### src/shared/epv_pkg.sv
// Pin map, operation codes and timing counts for the byte-memory programmer
package epv_pkg;
    // Device geometry and number of paralleled sockets
    localparam int ADDR_W = 13;
    localparam int DATA_W = 8;
    localparam int DEV_COUNT = 2;
    localparam int DEV_W = 1;
    localparam int WAIT_W = 17;
    localparam int TRY_W = 5;

    // Host operations
    localparam logic [1:0] OP_READ = 2'h0;
    localparam logic [1:0] OP_PROG = 2'h1;
    localparam logic [1:0] OP_SIG = 2'h2;

    // Clock and pin timing, each time in ns as printed
    localparam int CLK_PERIOD_NS = 10;
    localparam int T_SETUP_NS = 2000;
    localparam int T_HOLD_NS = 2000;
    localparam int T_PULSE_NS = 1000000;
    localparam int T_FLOAT_NS = 130;
    localparam int T_ACC_NS = 300;
    localparam int SYNC_STAGES = 2;

    // Least times round up to whole cycles
    localparam int SETUP_CYC = (T_SETUP_NS + CLK_PERIOD_NS - 1) / CLK_PERIOD_NS;
    localparam int HOLD_CYC = (T_HOLD_NS + CLK_PERIOD_NS - 1) / CLK_PERIOD_NS;
    localparam int PULSE_CYC = (T_PULSE_NS + CLK_PERIOD_NS - 1) / CLK_PERIOD_NS;
    localparam int FLOAT_CYC = (T_FLOAT_NS + CLK_PERIOD_NS - 1) / CLK_PERIOD_NS;
    localparam int ACC_CYC = (T_ACC_NS + CLK_PERIOD_NS - 1) / CLK_PERIOD_NS;

    // Pulses allowed per byte before the byte is declared failed
    localparam int MAX_TRIES = 25;

    typedef enum logic [3:0] {
        S_IDLE, S_SETUP, S_PULSE, S_HOLD, S_TURN, S_VERIFY, S_CHECK, S_RELEASE, S_FINISH
    } epv_state_t;
endpackage

### src/epv_sync.sv
// Two-stage synchroniser for pins sampled from the device
`timescale 1ns/1ps
module epv_sync #(
    parameter int WIDTH = 8
) (
    // Clock and reset
    input wire logic ref_clk,
    input wire logic reset,
    // Data
    input wire logic [WIDTH-1:0] async_in,
    output logic [WIDTH-1:0] sync_out
);
    logic [WIDTH-1:0] stage1;

    // First stage feeds only the second
    always_ff @(posedge ref_clk) begin
        if (reset) begin
            stage1 <= '0;
            sync_out <= '0;
        end else begin
            stage1 <= async_in;
            sync_out <= stage1;
        end
    end
endmodule

### src/epv_programmer.sv
// Programmer that drives the memory pins for read, program-verify and signature
`timescale 1ns/1ps
module epv_programmer #(
    parameter int PULSE_CYC = epv_pkg::PULSE_CYC
) (
    // Clock and reset
    input wire logic ref_clk,
    input wire logic reset,
    // Command port
    input wire logic cmd_valid,
    input wire logic [1:0] cmd_op,
    input wire logic [epv_pkg::DEV_W-1:0] cmd_dev,
    input wire logic [epv_pkg::ADDR_W-1:0] cmd_addr,
    input wire logic [epv_pkg::DATA_W-1:0] cmd_data,
    output logic cmd_ready,
    // Result port
    output logic res_done,
    output logic res_fail,
    output logic [15:0] res_data,
    output logic [epv_pkg::TRY_W-1:0] res_tries,
    // Device pins
    output logic [epv_pkg::ADDR_W-1:0] addr_pin,
    input wire logic [epv_pkg::DATA_W-1:0] data_in,
    output logic [epv_pkg::DATA_W-1:0] data_out,
    output logic data_oe_n,
    output logic [epv_pkg::DEV_COUNT-1:0] select_n,
    output logic gate_n,
    output logic program_strobe_n,
    output logic vpp_high,
    output logic id_mode_trigger_line
);
    localparam logic [epv_pkg::WAIT_W-1:0] W_SETUP = epv_pkg::WAIT_W'(epv_pkg::SETUP_CYC - 1);
    localparam logic [epv_pkg::WAIT_W-1:0] W_HOLD = epv_pkg::WAIT_W'(epv_pkg::HOLD_CYC - 1);
    localparam logic [epv_pkg::WAIT_W-1:0] W_FLOAT = epv_pkg::WAIT_W'(epv_pkg::FLOAT_CYC - 1);
    localparam logic [epv_pkg::WAIT_W-1:0] W_READ =
        epv_pkg::WAIT_W'(epv_pkg::ACC_CYC + epv_pkg::SYNC_STAGES - 1);
    localparam logic [epv_pkg::WAIT_W-1:0] W_PULSE = epv_pkg::WAIT_W'(PULSE_CYC - 1);
    localparam logic [epv_pkg::TRY_W-1:0] TRY_LIMIT = epv_pkg::TRY_W'(epv_pkg::MAX_TRIES);

    epv_pkg::epv_state_t state, next_state;
    logic [epv_pkg::WAIT_W-1:0] wait_cnt, next_wait;
    logic [1:0] op;
    logic [epv_pkg::DEV_W-1:0] dev;
    logic [epv_pkg::DATA_W-1:0] want;
    logic [epv_pkg::TRY_W-1:0] tries, next_tries;
    logic again, next_again;
    logic phase, next_phase;
    logic [epv_pkg::DATA_W-1:0] data_sync;
    logic [15:0] next_res_data;
    logic next_res_fail;

    epv_sync #(.WIDTH(epv_pkg::DATA_W)) u_data_sync (
        .ref_clk(ref_clk),
        .reset(reset),
        .async_in(data_in),
        .sync_out(data_sync)
    );

    wire tmr_done = (wait_cnt == '0);
    wire accept = (state == epv_pkg::S_IDLE) && cmd_valid;
    wire [1:0] next_op = accept ? cmd_op : op;
    wire [epv_pkg::DEV_W-1:0] next_dev = accept ? cmd_dev : dev;
    wire is_prog = (op == epv_pkg::OP_PROG);
    wire is_sig = (op == epv_pkg::OP_SIG);
    wire matched = (data_sync == want);
    // A cell already at zero where a one is wanted cannot be fixed by more pulses
    wire unfixable = |(want & ~data_sync);
    wire active = (next_state != epv_pkg::S_IDLE) && (next_state != epv_pkg::S_FINISH);

    // Pin levels follow the state being entered, so every pin is a flip-flop
    wire next_strobe_n = !(next_state == epv_pkg::S_PULSE);
    wire next_vpp = active && (next_op == epv_pkg::OP_PROG);
    wire next_drive = (next_op == epv_pkg::OP_PROG) && ((next_state == epv_pkg::S_SETUP)
        || (next_state == epv_pkg::S_PULSE) || (next_state == epv_pkg::S_HOLD));
    wire next_gate = (next_state == epv_pkg::S_VERIFY) || (next_state == epv_pkg::S_CHECK);
    // Only the addressed socket is selected, the rest sit in program inhibit
    wire [epv_pkg::DEV_COUNT-1:0] next_sel_n =
        active ? ~(epv_pkg::DEV_COUNT'(1) << next_dev) : '1;
    wire next_hv = active && (next_op == epv_pkg::OP_SIG);
    wire [epv_pkg::ADDR_W-1:0] next_addr = accept ? ((cmd_op == epv_pkg::OP_SIG) ?
        '0 : cmd_addr) : {addr_pin[epv_pkg::ADDR_W-1:1], next_phase & is_sig | addr_pin[0]};

    always_comb begin
        next_state = state;
        next_wait = tmr_done ? '0 : wait_cnt - 1'b1;
        next_tries = tries;
        next_again = again;
        next_phase = phase;
        next_res_data = res_data;
        next_res_fail = res_fail;
        case (state)
            epv_pkg::S_IDLE: begin
                if (cmd_valid) begin
                    next_state = epv_pkg::S_SETUP;
                    next_wait = W_SETUP;
                    next_tries = '0;
                    next_phase = 1'b0;
                    next_again = 1'b0;
                end
            end
            epv_pkg::S_SETUP: begin
                if (tmr_done && is_prog) begin
                    next_state = epv_pkg::S_PULSE;
                    next_wait = W_PULSE;
                    next_tries = tries + 1'b1;
                end else if (tmr_done) begin
                    next_state = epv_pkg::S_VERIFY;
                    next_wait = W_READ;
                end
            end
            epv_pkg::S_PULSE: begin
                if (tmr_done) begin
                    next_state = epv_pkg::S_HOLD;
                    next_wait = W_HOLD;
                end
            end
            epv_pkg::S_HOLD: begin
                if (tmr_done) begin
                    next_state = epv_pkg::S_TURN;
                    next_wait = W_FLOAT;
                end
            end
            epv_pkg::S_TURN: begin
                // Host lets go of the data pins before the device is gated on
                if (tmr_done) begin
                    next_state = epv_pkg::S_VERIFY;
                    next_wait = W_READ;
                end
            end
            epv_pkg::S_VERIFY: begin
                if (tmr_done) begin
                    next_state = epv_pkg::S_CHECK;
                end
            end
            epv_pkg::S_CHECK: begin
                next_state = epv_pkg::S_RELEASE;
                next_wait = W_FLOAT;
                if (is_prog) begin
                    next_res_data = {8'h00, data_sync};
                    next_again = !matched && !unfixable && (tries < TRY_LIMIT);
                    next_res_fail = !matched;
                end else if (is_sig && !phase) begin
                    // Maker byte first, then raise line zero for the type byte
                    next_res_data = {8'h00, data_sync};
                    next_phase = 1'b1;
                    next_state = epv_pkg::S_VERIFY;
                    next_wait = W_READ;
                end else if (is_sig) begin
                    next_res_data = {data_sync, res_data[7:0]};
                    next_res_fail = 1'b0;
                end else begin
                    // Erased cells come back as all ones here
                    next_res_data = {8'h00, data_sync};
                    next_res_fail = 1'b0;
                end
            end
            epv_pkg::S_RELEASE: begin
                if (tmr_done && again) begin
                    next_state = epv_pkg::S_SETUP;
                    next_wait = W_SETUP;
                    next_again = 1'b0;
                end else if (tmr_done) begin
                    next_state = epv_pkg::S_FINISH;
                end
            end
            epv_pkg::S_FINISH: begin
                next_state = epv_pkg::S_IDLE;
            end
            default: begin
                next_state = epv_pkg::S_IDLE;
            end
        endcase
    end

    always_ff @(posedge ref_clk) begin
        if (reset) begin
            state <= epv_pkg::S_IDLE;
            wait_cnt <= '0;
            tries <= '0;
            again <= 1'b0;
            phase <= 1'b0;
            op <= epv_pkg::OP_READ;
            dev <= '0;
            want <= '1;
        end else begin
            state <= next_state;
            wait_cnt <= next_wait;
            tries <= next_tries;
            again <= next_again;
            phase <= next_phase;
            op <= next_op;
            dev <= next_dev;
            want <= accept ? cmd_data : want;
        end
    end

    always_ff @(posedge ref_clk) begin
        if (reset) begin
            addr_pin <= '0;
            data_out <= '1;
            data_oe_n <= 1'b1;
            select_n <= '1;
            gate_n <= 1'b1;
            program_strobe_n <= 1'b1;
            vpp_high <= 1'b0;
            id_mode_trigger_line <= 1'b0;
        end else begin
            addr_pin <= next_addr;
            data_out <= accept ? cmd_data : data_out;
            data_oe_n <= !next_drive;
            select_n <= next_sel_n;
            gate_n <= !next_gate;
            // One shared strobe line serves every paralleled socket
            program_strobe_n <= next_strobe_n;
            vpp_high <= next_vpp;
            id_mode_trigger_line <= next_hv;
        end
    end

    always_ff @(posedge ref_clk) begin
        if (reset) begin
            cmd_ready <= 1'b0;
            res_done <= 1'b0;
            res_fail <= 1'b0;
            res_data <= '0;
            res_tries <= '0;
        end else begin
            cmd_ready <= (next_state == epv_pkg::S_IDLE);
            res_done <= (next_state == epv_pkg::S_FINISH);
            res_fail <= next_res_fail;
            res_data <= next_res_data;
            res_tries <= next_tries;
        end
    end

    // Helper: length of the current strobe-low pulse
    logic [epv_pkg::WAIT_W-1:0] low_len;
    always_ff @(posedge ref_clk) begin
        if (reset || program_strobe_n) begin
            low_len <= '0;
        end else begin
            low_len <= low_len + 1'b1;
        end
    end

    a_prog_entry: assert property (@(posedge ref_clk) disable iff (reset)
        !program_strobe_n |-> vpp_high && (select_n != '1))
        else $error("strobe low without supply or select");
    a_data_driven: assert property (@(posedge ref_clk) disable iff (reset)
        !program_strobe_n |-> !data_oe_n && $stable(data_out))
        else $error("data not held during pulse");
    a_pulse_width: assert property (@(posedge ref_clk) disable iff (reset)
        $rose(program_strobe_n) |-> ($past(low_len) == W_PULSE))
        else $error("program pulse width wrong");
    a_single_target: assert property (@(posedge ref_clk) disable iff (reset)
        !program_strobe_n |-> $onehot(~select_n))
        else $error("more than one socket selected for pulse");
    a_verify_pins: assert property (@(posedge ref_clk) disable iff (reset)
        !gate_n && vpp_high |-> program_strobe_n && data_oe_n && $onehot(~select_n))
        else $error("verify pin levels wrong");
    a_sig_address: assert property (@(posedge ref_clk) disable iff (reset)
        id_mode_trigger_line |-> (addr_pin[epv_pkg::ADDR_W-1:1] == '0) && !vpp_high)
        else $error("signature address lines not low");
    a_sig_sequence: assert property (@(posedge ref_clk) disable iff (reset)
        $rose(id_mode_trigger_line) |-> !addr_pin[0] ##1 !addr_pin[0] [*8])
        else $error("signature did not start with line zero low");
    a_no_contention: assert property (@(posedge ref_clk) disable iff (reset)
        !gate_n |-> data_oe_n && (select_n != '1) ##1 data_oe_n)
        else $error("host drives data while device is gated on");
    a_retry_limit: assert property (@(posedge ref_clk) disable iff (reset)
        $rose(program_strobe_n) |-> ##[1:600] !gate_n && (tries <= TRY_LIMIT))
        else $error("pulse not followed by verify read");
    a_zero_final: assert property (@(posedge ref_clk) disable iff (reset)
        (state == epv_pkg::S_CHECK) && is_prog && unfixable |=> !again)
        else $error("retry on a cell that cannot change");

    c_prog_pass: cover property (@(posedge ref_clk) res_done && is_prog && !res_fail);
    c_prog_retry: cover property (@(posedge ref_clk) res_done && is_prog && (res_tries > 1));
    c_sig_read: cover property (@(posedge ref_clk) res_done && is_sig);
    c_plain_read: cover property (@(posedge ref_clk) res_done && (op == epv_pkg::OP_READ));
endmodule

### config.mk
export PLATFORM = sky130hd
export DESIGN_NAME = epv_programmer
export DESIGN_NICKNAME = d
export VERILOG_FILES = /design/src/shared/epv_pkg.sv /design/src/epv_sync.sv /design/src/epv_programmer.sv
export SDC_FILE = /design/constraint.sdc
export NUM_CORES = 1
export LEC_CHECK = 0
export BUFFER_PORTS_ARGS = -buffer_cell sky130_fd_sc_hd__buf_2
export CORE_ASPECT_RATIO = 0.9
export CORE_MARGIN = 3
export CORE_UTILIZATION = 45
export CTS_BUF_LIST = sky130_fd_sc_hd__clkbuf_8
export DETAILED_ROUTE_END_ITERATION = 16
export PLACE_DENSITY = 0.69
export REMOVE_ABC_BUFFERS = 1
export SETUP_SLACK_MARGIN = 0.1
export SLEW_MARGIN = 25
export SYNTH_ARGS = -nofsm -noshare
export SYNTH_HDL_FRONTEND = slang
export SYNTH_SLANG_ARGS = --single-unit
export TNS_END_PERCENT = 20
### constraint.sdc
create_clock -name ref_clk -period 3.23 [get_ports ref_clk]
set_input_delay 0.4845 -clock ref_clk [delete_from_list [all_inputs] [get_ports ref_clk]]
set_output_delay 0.4845 -clock ref_clk [all_outputs]
set_load 0.005 [all_outputs]
== Word level (Yosys, flattened, before mapping) ==
Cells that the tools add are included.

* Bits in registers: 94
* Bits in latches: 0
* Memory bits (writable): 0
* ROM bits: 0
* Memories: 0

* Add/subtract/negate cells: 2
* $mul: 0
* Divide/modulo/power cells: 0
* Magnitude comparators: 1
* Equal/unequal tests: 26
* Shift-type cells: 1
* Multiplexer cells: 41
* Bitwise gates (word level): 6
* Reduce and logical (&&, ||, !) cells: 31

{| class="wikitable"
|+ Operators by type and width
! operator !! number
|-
| 17-bit two-way mux || 7
|-
| 17-bit one-hot mux with 7 select lines || 1
|-
| 16-bit two-way mux || 3
|-
| 4-bit two-way mux || 8
|-
| 4-bit one-hot mux with 8 select lines || 1
|-
| 4-bit by 3-bit == test with 1-bit output, second input constant || 6
|-
| 5-bit two-way mux || 4
|-
| 17-bit logical NOT || 1
|-
| 17-bit by 1-bit subtractor with 17-bit output, second input constant || 1
|-
| 4-bit by 2-bit == test with 1-bit output, second input constant || 4
|-
| 13-bit two-way mux || 1
|-
| 1-bit logical AND || 10
|-
| 1-bit two-way mux || 10
|-
| 2-bit != test, second input constant || 5
|-
| 5-bit one-hot mux with 2 select lines || 1
|-
| 8-bit bitwise AND || 1
|-
| 4-bit by 1-bit == test with 1-bit output, second input constant || 2
|-
| 8-bit == test || 1
|-
| 4-bit logical NOT || 2
|-
| 8-bit NOT || 1
|-
| 8-bit OR reduction || 1
|-
| 2-bit == test, second input constant || 3
|-
| 1-bit logical NOT || 6
|-
| 2-bit two-way mux || 3
|-
| other kinds (21) || 25
|}

== Logic depth before layout (Yosys ltp) ==
* Depth after elaboration: 10
* Depth in mapped cells: 9
* Gate-level depth less buffers: 8

== By module ==
Synthesis repeated with hierarchy kept, for this count alone.

* Cell total of the unflattened synthesis: 444
* Area total of the unflattened synthesis: 4045.1 sq um

{| class="wikitable"
|+ By module, submodules not included
! module !! instances !! cells each !! area each (sq um) !! seq. area each (sq um)
|-
| epv_programmer || 1 || 411 || 3580.9 || 1561.5
|-
| epv_sync || 1 || 33 || 464.2 || 320.3
|}

== Worst setup path before layout ==
OpenSTA, ideal clock, no wires.

* Path type: reg2reg
* Start point: register wait_cnt[0] (netlist bit)
* End point: register vpp_high
* Arrival: 1.827 ns
* Slack: 1.288 ns
* Stages on the path, launching flop included: 10
* Period minus slack after synthesis: 1.942 ns
* Cell sequence: dfxtp_1 > inv_1 > ha_1 > nor4b_1 > and4_1 > buf_6 > or3_1 > o31ai_4 > a31oi_2 > and2_1

* Longest elaborated chain between the ends: 7
* Elaborated cells between the ends (all ways): 15
* Those cells by class: eq/ne (1); mux (8); reduce/logical (6)

{| class="wikitable"
|+ RTL lines
! what !! RTL line !! source
|-
| from (decl) || epv_programmer.sv:41 || <nowiki>logic [epv_pkg::WAIT_W-1:0] wait_cnt, next_wait;</nowiki>
|-
| from (signal assigned) || epv_programmer.sv:187 || <nowiki>wait_cnt <= next_wait;</nowiki>
|-
| 17-bit logical NOT * || epv_programmer.sv:59 || <nowiki>wire tmr_done = (wait_cnt == '0);</nowiki>
|-
| 4-bit two-way mux, or another cell as far along || epv_programmer.sv:162 || <nowiki>end else if (tmr_done) begin</nowiki>
|-
| 4-bit two-way mux, on equally long branches || epv_programmer.sv:158, epv_programmer.sv:102 ||
|-
| 4-bit one-hot mux with 8 select lines * || epv_programmer.sv:91 || <nowiki>case (state)</nowiki>
|-
| 4-bit != test / 4-bit nonzero test (equally long branches) || epv_programmer.sv:68 || <nowiki>wire active = (next_state != epv_pkg::S_IDLE) && (next_state != epv_pkg::S_FINISH);</nowiki>
|-
| 1-bit logical AND * || epv_programmer.sv:68 ||
|-
| 1-bit logical AND * || epv_programmer.sv:72 || <nowiki>wire next_vpp = active && (next_op == epv_pkg::OP_PROG);</nowiki>
|-
| to (signal assigned) || epv_programmer.sv:215 || <nowiki>vpp_high <= next_vpp;</nowiki>
|-
| to (decl) || epv_programmer.sv:29 || <nowiki>output logic vpp_high,</nowiki>
|}

Every way passes the cells marked *; elsewhere a longest branch is shown, timed or not.
A chain may end at the register's enable or synchronous reset.

== Final worst setup path ==
Ends and elaborated chain as after synthesis.

==> results.txt <==
Clk_skew - 0.00630 ns
Post-route DRC - 0
First-pass GRT wire length - 15.1 mm
R2r worst-path depth - 8
Core footprint - 8650 um2
Routed len/inst - 13.9 um
Clk root buf - clkbuf_8
Max cap viols - 0
Fin crit share - 79.4%
CTS buffer count - 9
Die Area - 10100 um2
Worst R2R End - vpp_high
Clk slew on worst S/H paths - 0.09 ns
Xor/xnor share of the synthesized area - 3.91%
Maximum number of buffers from clock root to sink - 2
Worst reg2reg setup slack - 0.66 ns
CP cell instances - inv_1, ha_1, nor4b_1, and4_1, o32ai_2, o31ai_4, a31oi_2, and2_1
DR vias - 3436
Largest family of logic cells by synthesized area - simple AND/OR/NAND/NOR gates
Critical path capture point type - flop
Crit path launch type - flop
Final GP Congestion - 0.880
Compound-cell area share of the yosys netlist - 15.6%
Most frequent cells in the layout - 94 x dfxtp_1, 86 x buf_2, 56 x nor2_1
Layout cells sized above 1 - 21.7%
Crit-path slowest cell - and4_1
Initial Util - 46.7%
Clock sinks - 94
Die Wd - 106 um
Fillers - 831
Prevailing post-synth register cell - dfxtp_1
Simple-gate share of the synthesized area - 25.6%
Area grow syn2layout - 17.2%
Clock group share of total power - 25.5%
IO buf count - 86
Cts repair resizes - 0
Metal2 WL - 4.17 mm
Hold path start - cmd_addr[0]
CP Class - flop to flop
M1 wire length - 4.20 mm
Sw power - 994 uW
Synth cell types - 56
Via/cell ratio - 5.25
Comb pwr share - 27.9%
Reg2reg start - wait_cnt[0]
Maximum vdd drop - 0.324 mV
Critical Path RT - 3.48 ns
Area occupied by multi-input gates - 1980 um2
Switching Fraction - 32.9%
Initial antenna violation count - 0
Total GRT Usage - 18.3%
CP Launch Point - wait_cnt[0]
Relative slew slack - 53.5%
Worst Path Max Fanout - 18
Largest net degree at the start of global routing - 38
Worst Hold End - addr_pin[0]
Final nets - 576
F_max - 390 MHz
Register Area - 1880 um2
Slew @ Worst Pin - 0.697 ns
Warnings, synthesis - 0
H-tree lvl count - 3
Ant. Diodes - 0
Iteration-0 DRC Markers - 231
DR pass1 iterations - 4
ANT nets after route - 0
Post-Route Setup TNS - 0 ns
Synth Area per Inst - 8.85 um2
Multiplexer share of the synthesized area - 0.496%
Non-filler cells, final - 654
Worst path max stage delay - 0.70 ns
Leak Pwr - 2.01 nW
Sequential share of power - 46.6%
Register area share after synthesis - 46.6%
Cts hold-fix bufs - 0
Placed insts - 638
Mapped Cells - 456
Highest metal used - met4
Clk_lat worst skew - 0.35 ns
DR WL met3 - 557 um
EDFF count, synth - 0
Cell Int Power - 2.03 mW
Arr. time, crit path - 2.82 ns
Asr flop ratio synth - 0%
Total Wirelength - 9.07 mm
Pwr/cell area - 638 nW/um2
Adder-cell share of the synthesized area - 3.41%
CTS tree - done
Slew Limit Fails - 0
Final setup viols - 0
Final hold vios - 0
Synth Register Bits - 94
Vias in the first global route - 3174
Most common cell after layout, fill and taps aside - dfxtp_1
Final Critical Period - 2.57 ns
Ports - 87
Post-synthesis instance area - 4040 um2
Unrepaired setup endpoints after global routing - no
Post-CTS setup buffer count - 0
Grt total ovfl - 0
Die height - 95.9 um
HPWL after DPL - 6.61 mm
Worst Hold Class - primary input to flop
Status - finished clean
Hold path cells - 3
FP Rows - 32
[state kept, by name (all words and copies together), names as in the netlist, 2 cells and up]
name                  flops
addr_pin                 13
u_data_sync.stage1        8
wait_cnt                 17
res_data                 16
select_n                  2
op                        2
res_tries                 5
u_data_sync.sync_out      8
state                     4
data_out                  8
[layer usage]
layer	track usage (%)	vias up
met5	0	-
met4	5.29	0
met3	4.63	15
met2	29.8	89
met1	24.4	1601
li1	-	1731
[cell type report]
class,count,area share (%)
clock buffers,10,2.91
clock inverters,6,1.32
inverters,15,1.19
multi-input cells,320,41.9
flip-flops and latches,94,39.8
well taps,119,3.15
repair buffers,90,9.73
[synth_stat cells (2+ instances only)]
cell type  number  share of area (%)
nor2_1         56                5.2
inv_1          15                1.4
nand3b_1       12                2.2
a22o_1         12                2.6
a211oi_1        4               0.74
or3_1           7                1.1
nand3_1        12                1.5
a22oi_1         8                1.5
mux2i_1         2               0.50
nand2_1        42                3.9
nand2b_1        7                1.1
clkbuf_1       18                1.7
and3_1          4               0.62
buf_2           8               0.99
and2_1          3               0.47
xnor2_1         7                1.5
nor4_4          2                1.1
dfxtp_1        94                 47
nor4b_1         2               0.43
nor2b_1        22                3.4
ha_1           11                3.4
nor4_1          5               0.77
nand4_1         6               0.93
a21oi_1        30                3.7
xor2_1         11                2.4
a211o_1         2               0.43
nor3_1          9                1.1
o21ai_0        16                2.0
o22ai_1         2               0.31
[cell families after synthesis]
logic type,count (synthesis)
and+or+nand+nor,197
DFF,94
AOI/OAI and AO/OA,92
buffers and inverters,42
xor gates and xnor gates,18
adders and majority gates,11
muxes,2
[metrics by stage]
stage	cell area [um2]	total power, mW	util [%]	hold WS (ns)	setup slack (ns)
3_5_place_dp	4530	2.27	52.4	0.423	0.709
3_3_place_gp	4530	2.24	52.3	0.418	0.786
5_1_grt	4730	3.22	54.7	0.333	0.419
6_report	4730	3.02	54.7	0.328	0.664
4_1_cts	4730	3.04	54.7	0.320	0.699
2_1_floorplan	3920	2.02	-	0.414	1.07
[worst max-delay path by stage]
stage / endpoint / slack [ns] / cells after the start
finish: vpp_high / 0.66 / 8
global route: vpp_high / 0.42 / 8
CTS: vpp_high / 0.70 / 8
detailed placement: vpp_high / 0.71 / 8
global placement: vpp_high / 0.79 / 8
floorplan: vpp_high / 1.07 / 8
[power by group through the flow]
stage / sequential (mW) / combinational, mW / clock (mW)
2_1_floorplan: 1.41 / 0.609 / 0
3_3_place_gp: 1.43 / 0.810 / 0
3_5_place_dp: 1.43 / 0.832 / 0
4_1_cts: 1.41 / 0.838 / 0.790
5_1_grt: 1.43 / 0.958 / 0.833
6_report: 1.41 / 0.841 / 0.770
[critical path, delay by kind of cell, from the launching register on]
family	cells	cell delay [ns]
flip-flops	1	0.34
AO/OA/AOI/OAI	3	0.72
adder cells (fa/ha/maj)	1	0.14
buffers and inverters	1	0.09
AND/OR/NAND/NOR	3	1.17
Power figures use the tool's default switching activity.
